<file path="src/core/prb_map.svh">
`ifndef PRB_MAP_SVH
`define PRB_MAP_SVH

// Command-address field positions
`define PRB_CA_WIDTH 48
`define PRB_CA_DIR 47
`define PRB_CA_SPACE 46
`define PRB_CA_LINEAR 45
`define PRB_CA_UP_HI 44
`define PRB_CA_UP_LO 16
`define PRB_CA_LO_HI 2
`define PRB_CA_LAST_BYTE 3'h5

// Wrap masks in words for the burst length selector
`define PRB_WRAP_16B 6'h07
`define PRB_WRAP_32B 6'h0F
`define PRB_WRAP_64B 6'h1F
`define PRB_WRAP_128B 6'h3F

// Reset values and the register write byte enable
`define PRB_PIN_IDLE 1'b1
`define PRB_LAT_RST 6'h00
`define PRB_FULL_WORD 2'h3

`endif

</file>
<file path="src/core/prb_pkg.sv">
`default_nettype none

package prb_pkg;

	typedef enum logic [5:0] {
		PRB_ST_IDLE = 6'b000001,
		PRB_ST_CMD = 6'b000010,
		PRB_ST_LAT = 6'b000100,
		PRB_ST_RDAT = 6'b001000,
		PRB_ST_WDAT = 6'b010000,
		PRB_ST_SKIP = 6'b100000
	} prb_state_e;

	typedef logic [1:0] prb_blen_t;

endpackage

`default_nettype wire

</file>
<file path="src/core/prb_ag_if.sv">
`default_nettype none

interface prb_ag_if #(
	parameter int AW = 23
);
	import prb_pkg::*;

	logic load;
	logic step;
	logic [AW-1:0] start_addr;
	logic wrapped;
	logic hybrid;
	prb_blen_t len_sel;
	logic [AW-1:0] addr;

	modport ctrl (
		output load,
		output step,
		output start_addr,
		output wrapped,
		output hybrid,
		output len_sel,
		input addr
	);

	modport gen (
		input load,
		input step,
		input start_addr,
		input wrapped,
		input hybrid,
		input len_sel,
		output addr
	);

endinterface

`default_nettype wire

</file>
<file path="src/core/prb_addr_gen.sv">
`default_nettype none
`include "prb_map.svh"

module prb_addr_gen
	import prb_pkg::*;
#(
	parameter int AW = 23
) (
	input wire logic clock,
	input wire logic nrst,
	prb_ag_if.gen ag
);

	typedef struct packed {
		logic [AW-1:0] addr;
		logic wrap;
		logic hyb;
		logic [5:0] cnt;
		logic [5:0] mask;
	} prb_ag_s;

	prb_ag_s r;
	prb_ag_s n;
	logic [5:0] m;
	logic [AW-1:0] m_ext;

	always_comb begin
		case (ag.len_sel)
			2'h0: m = `PRB_WRAP_16B;
			2'h1: m = `PRB_WRAP_32B;
			2'h2: m = `PRB_WRAP_64B;
			default: m = `PRB_WRAP_128B;
		endcase
	end

	assign m_ext = {{(AW-6){1'b0}}, r.mask};

	always_comb begin
		n = r;
		if (ag.load) begin
			n.addr = ag.start_addr;
			n.wrap = ag.wrapped;
			n.hyb = ag.hybrid;
			n.cnt = 6'h00;
			n.mask = m;
		end else if (ag.step) begin
			if (!r.wrap) begin
				// Linear runs off the top back to zero
				n.addr = r.addr + {{(AW-1){1'b0}}, 1'b1};
			end else if (r.hyb && r.cnt == r.mask) begin
				// One full wrap done: go linear from next boundary
				n.addr = (r.addr | m_ext) + {{(AW-1){1'b0}}, 1'b1};
				n.wrap = 1'b0;
			end else begin
				n.addr = (r.addr & ~m_ext) |
					((r.addr + {{(AW-1){1'b0}}, 1'b1}) & m_ext);
				n.cnt = r.cnt + 6'h01;
			end
		end
	end

	always_ff @(posedge clock or negedge nrst) begin
		if (!nrst) begin
			r <= '0;
		end else begin
			r <= n;
		end
	end

	assign ag.addr = r.addr;
endmodule

`default_nettype wire

</file>
<file path="src/core/prb_core.sv">
// Notes on behaviour
// - Command bit 47 high means read, low means write.
// - Command bit 46 low selects array, high selects register space.
// - Command bit 45 picks wrapped or linear burst per transaction.
// - Access starts only after all six bytes; last word picks word in row.
// - Fixed latency only; strobe high during command so latency is doubled.
// - Strobe high during command doubles the latency count before read data.
// - After latency, strobe toggles with read data, edge aligned, whole read.
// - Read data continues while clock toggles; strobe may idle low between words.
// - Wrapped reads wrap in burst length; linear reads run on sequentially.
// - Write byte A taken on clock rise, byte B on clock fall.
// - On writes, device drives strobe from select low through command, then releases it.
// - Write bytes with strobe high are masked, strobe low are stored.
// - No latency signalling during write data; host owns the strobe.
// - Hybrid wrapped write wraps once then continues linear from next boundary.
// - Linear write past the last address continues at address zero.
// - Command arrives in first three clocks: direction, space, burst type.
// - Register write has zero latency, ignores strobe, writes both bytes.
// - Host never drives strobe in zero latency writes; device floats it.
// - Latency count comes from config register zero latency field.
`default_nettype none
`include "prb_map.svh"

module prb_core
	import prb_pkg::*;
#(
	parameter int AW = 23
) (
	input wire logic clock,
	input wire logic nrst,
	input wire logic cs_n,
	input wire logic ck,
	input wire logic [7:0] dq_in,
	output logic [7:0] dq_out,
	output logic dq_oe_n,
	input wire logic strobe_mask_in,
	output logic strobe_mask_out,
	output logic strobe_mask_oe_n,
	input wire logic [3:0] config_reg_zero_latency,
	input wire logic [1:0] burst_len_sel,
	input wire logic hybrid_en,
	output logic acc_rd,
	output logic acc_wr,
	output logic acc_reg,
	output logic [AW-1:0] acc_addr,
	output logic [15:0] acc_wdata,
	output logic [1:0] acc_be,
	input wire logic [15:0] acc_rdata
);

	typedef struct packed {
		logic cs_m;
		logic cs_s;
		logic ck_m;
		logic ck_s;
		logic ck_q;
		logic [7:0] dq_m;
		logic [7:0] dq_s;
		logic sm_m;
		logic sm_s;
		prb_state_e st;
		logic [2:0] bcnt;
		logic [`PRB_CA_WIDTH-1:0] ca;
		logic [5:0] lat;
		logic rd;
		logic reg_sp;
		logic half;
		logic [7:0] wbyte;
		logic wmask_a;
		logic [15:0] rword;
		logic fetch;
		logic ld;
		logic stp;
		logic [7:0] dq_o;
		logic dq_oe_n;
		logic sm_o;
		logic sm_oe_n;
		logic acc_rd;
		logic acc_wr;
		logic acc_reg;
		logic [AW-1:0] acc_addr;
		logic [15:0] acc_wdata;
		logic [1:0] acc_be;
	} prb_core_s;

	prb_core_s r;
	prb_core_s n;

	prb_ag_if #(.AW(AW)) ag ();

	prb_addr_gen #(
		.AW(AW)
	) u_addr_gen (
		.clock(clock),
		.nrst(nrst),
		.ag(ag)
	);

	logic rise;
	logic fall;
	logic any_edge;
	logic ca_done;
	logic lat_end;
	logic drise;
	logic dfall;
	logic [5:0] lat_tgt;
	logic [31:0] ca_word;
	logic [`PRB_CA_WIDTH-1:0] ca_new;

	// Edges of the sampled link clock
	assign rise = r.ck_s && !r.ck_q;
	assign fall = !r.ck_s && r.ck_q;
	assign any_edge = rise || fall;

	// Fixed latency: the count is always applied twice
	assign lat_tgt = {1'b0, config_reg_zero_latency, 1'b0};
	assign lat_end = (r.st == PRB_ST_LAT) && (r.lat == lat_tgt);

	assign ca_new = {r.ca[`PRB_CA_WIDTH-9:0], r.dq_s};
	assign ca_done = (r.st == PRB_ST_CMD) && any_edge &&
		(r.bcnt == `PRB_CA_LAST_BYTE);

	// Word address: upper column and row, then word within half-page
	assign ca_word = {r.ca[`PRB_CA_UP_HI:`PRB_CA_UP_LO],
		r.ca[`PRB_CA_LO_HI:0]};

	assign drise = rise && (lat_end || r.st == PRB_ST_RDAT ||
		r.st == PRB_ST_WDAT);
	assign dfall = fall && r.half &&
		(r.st == PRB_ST_RDAT || r.st == PRB_ST_WDAT);

	assign ag.load = r.ld;
	assign ag.step = r.stp;
	assign ag.start_addr = ca_word[AW-1:0];
	assign ag.wrapped = !r.ca[`PRB_CA_LINEAR];
	assign ag.hybrid = hybrid_en && !r.rd;
	assign ag.len_sel = burst_len_sel;

	always_comb begin
		n = r;
		n.cs_m = cs_n;
		n.cs_s = r.cs_m;
		n.ck_m = ck;
		n.ck_s = r.ck_m;
		n.ck_q = r.ck_s;
		n.dq_m = dq_in;
		n.dq_s = r.dq_m;
		n.sm_m = strobe_mask_in;
		n.sm_s = r.sm_m;
		n.acc_rd = 1'b0;
		n.acc_wr = 1'b0;
		n.ld = 1'b0;
		n.stp = 1'b0;

		// Address settles one cycle after load or step, then fetch
		n.fetch = r.rd && (r.ld || r.stp);
		if (r.acc_rd) begin
			n.rword = acc_rdata;
		end
		if (r.fetch) begin
			n.acc_rd = 1'b1;
			n.acc_addr = ag.addr;
			n.acc_reg = r.reg_sp;
		end

		case (r.st)
			PRB_ST_IDLE: begin
				if (!r.cs_s) begin
					// Strobe up before any command byte is seen
					n.st = PRB_ST_CMD;
					n.bcnt = 3'h0;
					n.sm_o = 1'b1;
					n.sm_oe_n = 1'b0;
					n.half = 1'b0;
				end
			end
			PRB_ST_CMD: begin
				if (any_edge) begin
					n.ca = ca_new;
					n.bcnt = r.bcnt + 3'h1;
				end
				if (ca_done) begin
					n.rd = ca_new[`PRB_CA_DIR];
					n.reg_sp = ca_new[`PRB_CA_SPACE];
					n.ld = 1'b1;
					n.lat = `PRB_LAT_RST;
					if (ca_new[`PRB_CA_DIR]) begin
						// Read: keep strobe, park it low during latency
						n.sm_o = 1'b0;
						n.st = PRB_ST_LAT;
					end else begin
						// Write: hand the strobe to the host
						n.sm_oe_n = 1'b1;
						n.sm_o = 1'b0;
						if (ca_new[`PRB_CA_SPACE]) begin
							n.st = PRB_ST_WDAT;
						end else begin
							n.st = PRB_ST_LAT;
						end
					end
				end
			end
			PRB_ST_LAT: begin
				if (rise && !lat_end) begin
					n.lat = r.lat + 6'h01;
				end
				if (drise) begin
					n.st = r.rd ? PRB_ST_RDAT : PRB_ST_WDAT;
				end
			end
			PRB_ST_RDAT: begin
			end
			PRB_ST_WDAT: begin
			end
			PRB_ST_SKIP: begin
			end
			default: begin
				n.st = PRB_ST_IDLE;
			end
		endcase

		if (drise) begin
			n.half = 1'b1;
			if (r.rd) begin
				// Byte A goes out with the strobe rising
				n.dq_o = r.rword[15:8];
				n.dq_oe_n = 1'b0;
				n.sm_o = 1'b1;
			end else begin
				n.wbyte = r.dq_s;
				n.wmask_a = r.sm_s;
			end
		end

		if (dfall) begin
			n.half = 1'b0;
			if (r.rd) begin
				n.dq_o = r.rword[7:0];
				n.sm_o = 1'b0;
				// Register reads repeat the same word
				n.stp = !r.reg_sp;
			end else begin
				n.acc_wr = 1'b1;
				n.acc_addr = ag.addr;
				n.acc_reg = r.reg_sp;
				n.acc_wdata = {r.wbyte, r.dq_s};
				if (r.reg_sp) begin
					n.acc_be = `PRB_FULL_WORD;
					n.st = PRB_ST_SKIP;
				end else begin
					n.acc_be = {!r.wmask_a, !r.sm_s};
					n.stp = 1'b1;
				end
			end
		end

		// Select high ends everything and floats the pins
		if (r.cs_s && r.st != PRB_ST_IDLE) begin
			n.st = PRB_ST_IDLE;
			n.dq_oe_n = `PRB_PIN_IDLE;
			n.sm_oe_n = `PRB_PIN_IDLE;
			n.sm_o = 1'b0;
			n.half = 1'b0;
			n.fetch = 1'b0;
			n.stp = 1'b0;
			n.ld = 1'b0;
		end
	end

	always_ff @(posedge clock or negedge nrst) begin
		if (!nrst) begin
			r <= '0;
			r.cs_m <= `PRB_PIN_IDLE;
			r.cs_s <= `PRB_PIN_IDLE;
			r.st <= PRB_ST_IDLE;
			r.dq_oe_n <= `PRB_PIN_IDLE;
			r.sm_oe_n <= `PRB_PIN_IDLE;
		end else begin
			r <= n;
		end
	end

	assign dq_out = r.dq_o;
	assign dq_oe_n = r.dq_oe_n;
	assign strobe_mask_out = r.sm_o;
	assign strobe_mask_oe_n = r.sm_oe_n;
	assign acc_rd = r.acc_rd;
	assign acc_wr = r.acc_wr;
	assign acc_reg = r.acc_reg;
	assign acc_addr = r.acc_addr;
	assign acc_wdata = r.acc_wdata;
	assign acc_be = r.acc_be;
endmodule

`default_nettype wire

</file>
<file path="config.mk">
export PLATFORM = sky130hd
export DESIGN_NAME = prb_core
export DESIGN_NICKNAME = d
export VERILOG_FILES = /design/src/core/prb_pkg.sv /design/src/core/prb_ag_if.sv /design/src/core/prb_addr_gen.sv /design/src/core/prb_core.sv
export VERILOG_INCLUDE_DIRS = /design/src /design/src/core
export SDC_FILE = /design/constraint.sdc
export NUM_CORES = 1
export LEC_CHECK = 0
export ABC_CLOCK_PERIOD_IN_PS = 5700
export CAP_MARGIN = 20
export CORE_MARGIN = 1.5
export CORE_UTILIZATION = 47
export DETAILED_ROUTE_END_ITERATION = 8
export DONT_BUFFER_PORTS = 1
export HOLD_SLACK_MARGIN = 0.15
export MAX_ROUTING_LAYER = met4
export PLACE_DENSITY = 0.64
export SLEW_MARGIN = 20
export SYNTH_ARGS = -nofsm -noshare
export SYNTH_HDL_FRONTEND = slang
export SYNTH_SLANG_ARGS = --single-unit
</file>
<file path="constraint.sdc">
create_clock -name clock -period 5.7 [get_ports clock]
set_clock_uncertainty 0.05 [all_clocks]
set_input_delay 0.285 -clock clock [delete_from_list [all_inputs] [get_ports clock]]
set_output_delay 0.285 -clock clock [all_outputs]
set_load 0.01 [all_outputs]
</file>
# [Word level (Yosys, flattened, before mapping)]
# Index checks and enable logic that the tools add are counted.
[totals] ramBits=0 inputBits=36 reg_bits=209 latch_bits=0 rom_bits=0 word_cells=169 memories=0
[classes] order_cmp=0 reduce_logical=46 bitwise_logic=6 n_addsub=5 n_mux=54 n_mul=0 shift=0 div_mod_pow=0 eq_ne=21
[ops] operator="2-to-1 mux 43 bit" n=2
[ops] operator="2-to-1 mux 24 bit" n=3
[ops] operator="2-to-1 mux 6 bit" n=12
[ops] operator="2-to-1 mux 51 bit" n=1
[ops] operator="adder 23 x 1 -> 23 bit (second input constant)" n=2
[ops] operator="2-to-1 mux 23 bit" n=2
[ops] operator="2-to-1 mux 10 bit" n=3
[ops] operator="2-to-1 mux 9 bit" n=3
[ops] operator="case mux 6 bit (4 select lines)" n=1
[ops] operator="AND 23 bit" n=1
[ops] operator="AND 23 x 6 -> 23 bit" n=1
[ops] operator="inverter 6 -> 23 bit" n=1
[ops] operator="bitwise OR 23 bit" n=1
[ops] operator="bitwise OR 23 x 6 -> 23 bit" n=1
[ops] operator="case mux 6 bit (3 select lines)" n=1
[ops] operator="2-to-1 mux 8 bit" n=2
[ops] operator="2-to-1 mux 1 bit" n=14
[ops] operator="logical AND 1 bit" n=13
[ops] operator="adder 6 x 1 -> 6 bit (second input constant)" n=2
[ops] operator="case mux 6 bit (2 select lines)" n=1
[ops] operator="AND reduction 2 bit" n=6
[ops] operator="nonzero test 2 bit" n=6
[ops] operator="2-to-1 mux 5 bit" n=2
[ops] operator="AND reduction 3 bit" n=3
[ops] operator="other kinds (30)" n=48

# [Depth between registers and ports, before layout]
[depth] ltp_word=12 mapped_depth=11 ltp_nobuf=10

# [Modules after synthesis]
# Synthesis repeated with hierarchy kept, for this count alone.
[unflattened] cells_unflattened=877 area_unflattened_um2=9865.7
[modules_own_cells] mod="prb_core" instances=1 cells_per_inst=504 area_each_um2=6911.6
[modules_own_cells] mod="prb_addr_gen" instances=1 cells_per_inst=373 area_each_um2=2954.1

# [Worst setup path before layout]
# Ideal clock, no wire load.
[synth_path] kind="register to register" startpoint="register u_addr_gen.r (netlist bit u_addr_gen.m_ext[2])" endpoint="register u_addr_gen.r (netlist bit u_addr_gen.ag.addr[22])" stages_incl_launch_ff=12 path_buffers=1 t_arrival_ns=2.018 setup_slack_ns=3.496 synth_period_minus_slack_ns=2.204 setup_time_ns=0.136 path_cell_list="dfrtp_1 -> buf_6 -> inv_1 -> ha_1 -> inv_1 -> ha_1 -> o21ai_0 -> nor4_1 -> o21ai_1 -> nor4_1 -> xnor2_1 -> o21ai_0"
[synth_via] elab_chain_cells=6
[synth_rtl] element="start, declared" line_no="prb_addr_gen.sv:22" text="prb_ag_s r;"
[synth_rtl] element="start signal, assigned" line_no="prb_addr_gen.sv:66" text="r <= n;"
[synth_rtl] element="bitwise OR 23 x 6 -> 23 bit or equality test 6 bit (tied branches)" line_no="prb_addr_gen.sv:52, prb_addr_gen.sv:50"
[synth_rtl] element="adder 23 x 1 -> 23 bit or logical AND 1 bit (tied branches)" line_no="prb_addr_gen.sv:52, prb_addr_gen.sv:50"
[synth_rtl] element="2-to-1 mux 23 bit (*)" line_no="prb_addr_gen.sv:50" text="end else if (r.hyb && r.cnt == r.mask) begin"
[synth_rtl] element="2-to-1 mux 23 bit (*)" line_no="prb_addr_gen.sv:47" text="if (!r.wrap) begin"
[synth_rtl] element="2-to-1 mux 24 bit (*)" line_no="prb_addr_gen.sv:46" text="end else if (ag.step) begin"
[synth_rtl] element="2-to-1 mux 24 bit (*)" line_no="prb_addr_gen.sv:40" text="if (ag.load) begin"
# Mark *: on every way between the ends. The rest lies on a longest branch, timed or not. The select of a mux whose other input is x is not followed.
# A chain may end at the register's enable or synchronous reset.

==> summary.txt <==
Run status
  – Status: complete, no violations

STA
  – Least-Margin Pin Slew: approximately 1.0 ns
  – Min Tclk post-route: 3.04 ns
  – Highest Clock Rate: 329 MHz
  – Slew headroom: 31.8%
  – Period utilization: a little over half
  – Max-slew violation count: 0
  – Worst hold slack: 0.301 ns
  – Fin. Hold Viols: 0
  – # setup viols final: 0
  – RSZ-0062 raised after global routing: false
  – Sum Neg Setup Slack: 0 ns

Worst setup path
  – R2R depth: 6
  – Setup Crit Path Kind: reg2reg
  – Slowest cell on crit path: or2_2
  – Worst path max stage delay: 0.56 ns
  – CP required: roughly 6 ns
  – Critical Path AT: 3.31 ns
  – R2r setup slk: about 2.7 ns
  – Startpoint of the worst register-to-register path: r[148]
  – CP Max Fanout: 24
  – Worst reg2reg path endpoint: acc_addr[8]
  – Worst setup EP type: flop
  – Startpoint Class: flop
  – Critical-path cell list: nor4_2, nand4_1, nor2_2, buf_4, or2_2, mux2_2

Cells and area
  – Largest register FFs: between 40 and 50
  – Layout area overhead: 8.60%
  – Layout cells sized above 1: approximately a fifth
  – Top reg by flops: r
  – Final nets: roughly 810
  – N_diodes: 0

Yosys
  – Mapped Nets: roughly 850
  – Top cell type's share of synthesized area: 53.0%
  – Number of synthesized flops with an enable pin: 0
  – Mapped Area: a little over 9000 um2
  – Synth Instances: around 800
  – Avg Inst Size Synth: approximately 11 um2
  – Syn. warnings: 0
  – Leading post-synthesis cells by cell area: dfrtp_1 (53%), mux2_2 (13%), buf_4 (4.3%)
  – Largest area contributor in the netlist: dfrtp_1
  – Sequential area share after synthesis: between 50% and 60%
  – Synth cell types: between 60 and 70
  – Synthesized flop and latch total: ~200
  – Synth async-reset ratio: 100%
  – Predominant post-synthesis flop cell: dfrtp_1
  – Count leader, synth: dfrtp_1
  – Most frequent cells after synthesis: dfrtp_1 (194), mux2_2 (105), nor2_1 (61)

Detailed routing
  – Vias per cell: about 5.7
  – Routed Antenna Nets: 0
  – Detailed Routing Iterations Pass 1: 5
  – Initial DRC Count: roughly 550
  – Detailed-route via count: 5905
  – DRC Markers: 0
  – WL/cell: 18.8 um
  – Detailed Route WL: 19500 um

Power
  – Peak VDD IR: about 0.22 mV
  – PD cells: approximately 320 nW/um2
  – LEAKAGE: between 0.004 and 0.005 uW

Global route
  – Met3 usage: 5.26%
  – Global-route usage over all layers: roughly a fifth
  – GRT Residual Overflow: 0
  – Initial antenna violation count: 0
  – GR peak layer: met2
  – Met2 usage: approximately 33%
  – Vias in the first global route: roughly 6000
  – Met1 usage: between 20 and 30%
  – First-pass GRT wire length: ~32000 um
  – Largest net degree at the start of global routing: 200

CTS
  – Post-CTS sizing: 0
  – Clock latency on the worst-skew pair: 0.44 ns
  – CTS Buf Count: 17
  – CTS tree: done
  – Clock tree root driver cell: clkbuf_16
  – Clock Tree Buf Depth: 2
  – CTS Sinks: a little under 200
  – Clock-pin slew on the worst setup and hold paths: 0.08 ns
  – H-tree Lvls: 4
  – Post-CTS setup buffer count: 0

Worst hold path
  – Hold crit path type: reg2reg
  – Hold Path Cell Cnt: 0
  – Worst Hold Launch: n[157]
  – Hold endpoint: ca_new[6]

Floorplanning
  – Ports: approximately 90
  – Core area: 18900 um2
  – Initial Util: 48.5%
  – Die Area: just over 20000 um2
  – Die W: 143 um
  – Die H: 143 um
  – FP Rows: 50

Placed design
  – Gpl congestion: a little under 0.9
  – DP Wirelength: approximately 13000 um
  – IO buf count: 0

Flow run
  – Max cap viols: 0
metal layers:
layer	share of wire [%]	vias up
met5	0	-
met4	1.4	0
met3	5.1	23
met2	48	180
met1	45	2995
li1	-	2707
cell type report:
class,count,area [um2]
clock inverters,13,199
multi-input cells,496,3560
repair buffers,35,360
well taps,260,325
inverters,20,75.1
fillers,1690,8940
clock buffers,19,453
flip-flops and latches,199,4990
cell families after synthesis:
| logic type | after synthesis | share of synthesized area [%] |
|---|---|---|
| buf+inv | 107 | 6.81 |
| flops | 199 | 54.4 |
| mux | 111 | 13.6 |
| fa+ha+maj | 9 | 1.23 |
| compound gates | 124 | 8.80 |
| xor+xnor | 32 | 3.06 |
| simple gates | 220 | 12.2 |
worst max path at each step:
stage                                   start                endpoint  slack [ns]  cells past startpoint
after floorplan           u_addr_gen.m_ext[2]  u_addr_gen.ag.addr[22]        3.50                     11
after global placement                 r[148]            acc_addr[10]        2.74                      6
after detailed placement               r[148]             acc_addr[8]        2.63                      6
after CTS                              r[148]             acc_addr[8]        2.62                      6
after global routing                   r[148]            acc_addr[10]        2.45                      6
final                                  r[148]             acc_addr[8]        2.66                      6
metrics by stage:
stage	setup slack, ns	instances	power (uW)	cell area [um2]	util [%]
global placement	2.74	978	1860	8970	47.5
global route	2.45	1042	3330	9960	52.7
CTS	2.62	1042	3220	9960	52.7
finish	2.66	1042	3190	9960	52.7
detailed placement	2.63	978	1870	8970	47.5
floorplan	3.50	802	1800	9170	-
worst max-delay path, delay by kind of cell (launching register included):
| kind | cells | cell delay, ns |
|---|---|---|
| buffers and inverters | 1 | 0.32 |
| flip-flops | 1 | 0.45 |
| multiplexers | 1 | 0.40 |
| AND/OR/NAND/NOR | 4 | 1.67 |
cells in the final DEF (no fill, tap or decap), types with 6 or more instances in the layout:
cell / netlist / layout
nor2_1: 61 / 61
xnor2_1: 19 / 19
mux2i_1: 6 / 6
nand4_1: 13 / 13
and4_1: 12 / 12
ha_1: 9 / 9
nand3_1: 19 / 19
dlygate4sd3_1: 0 / 31
o22ai_1: 12 / 12
o21ai_0: 33 / 33
nand2_1: 56 / 56
inv_1: 20 / 20
xor2_1: 13 / 13
mux2_2: 105 / 105
nor3_1: 9 / 9
dfrtp_1: 194 / 194
and3_1: 12 / 12
clkbuf_16: 0 / 17
a31oi_1: 9 / 9
a21oi_1: 28 / 28
nor4_1: 7 / 7
or2_2: 7 / 7
where the power goes:
group / internal, uW / leakage [uW] / switching [uW]
Sequential: 1530 / 0.00266 / 97.0
Clock: 704 / 0.000319 / 593
Combinational: 133 / 0.00167 / 126
Total: 2370 / 0.00465 / 816
repair_timing:
item,CTS,global route
endpoints found under the hold margin,230,0
hold buffers,32,0
setup endpoints to repair,0,0
Note: power is estimated with default switching activity, not from simulation.
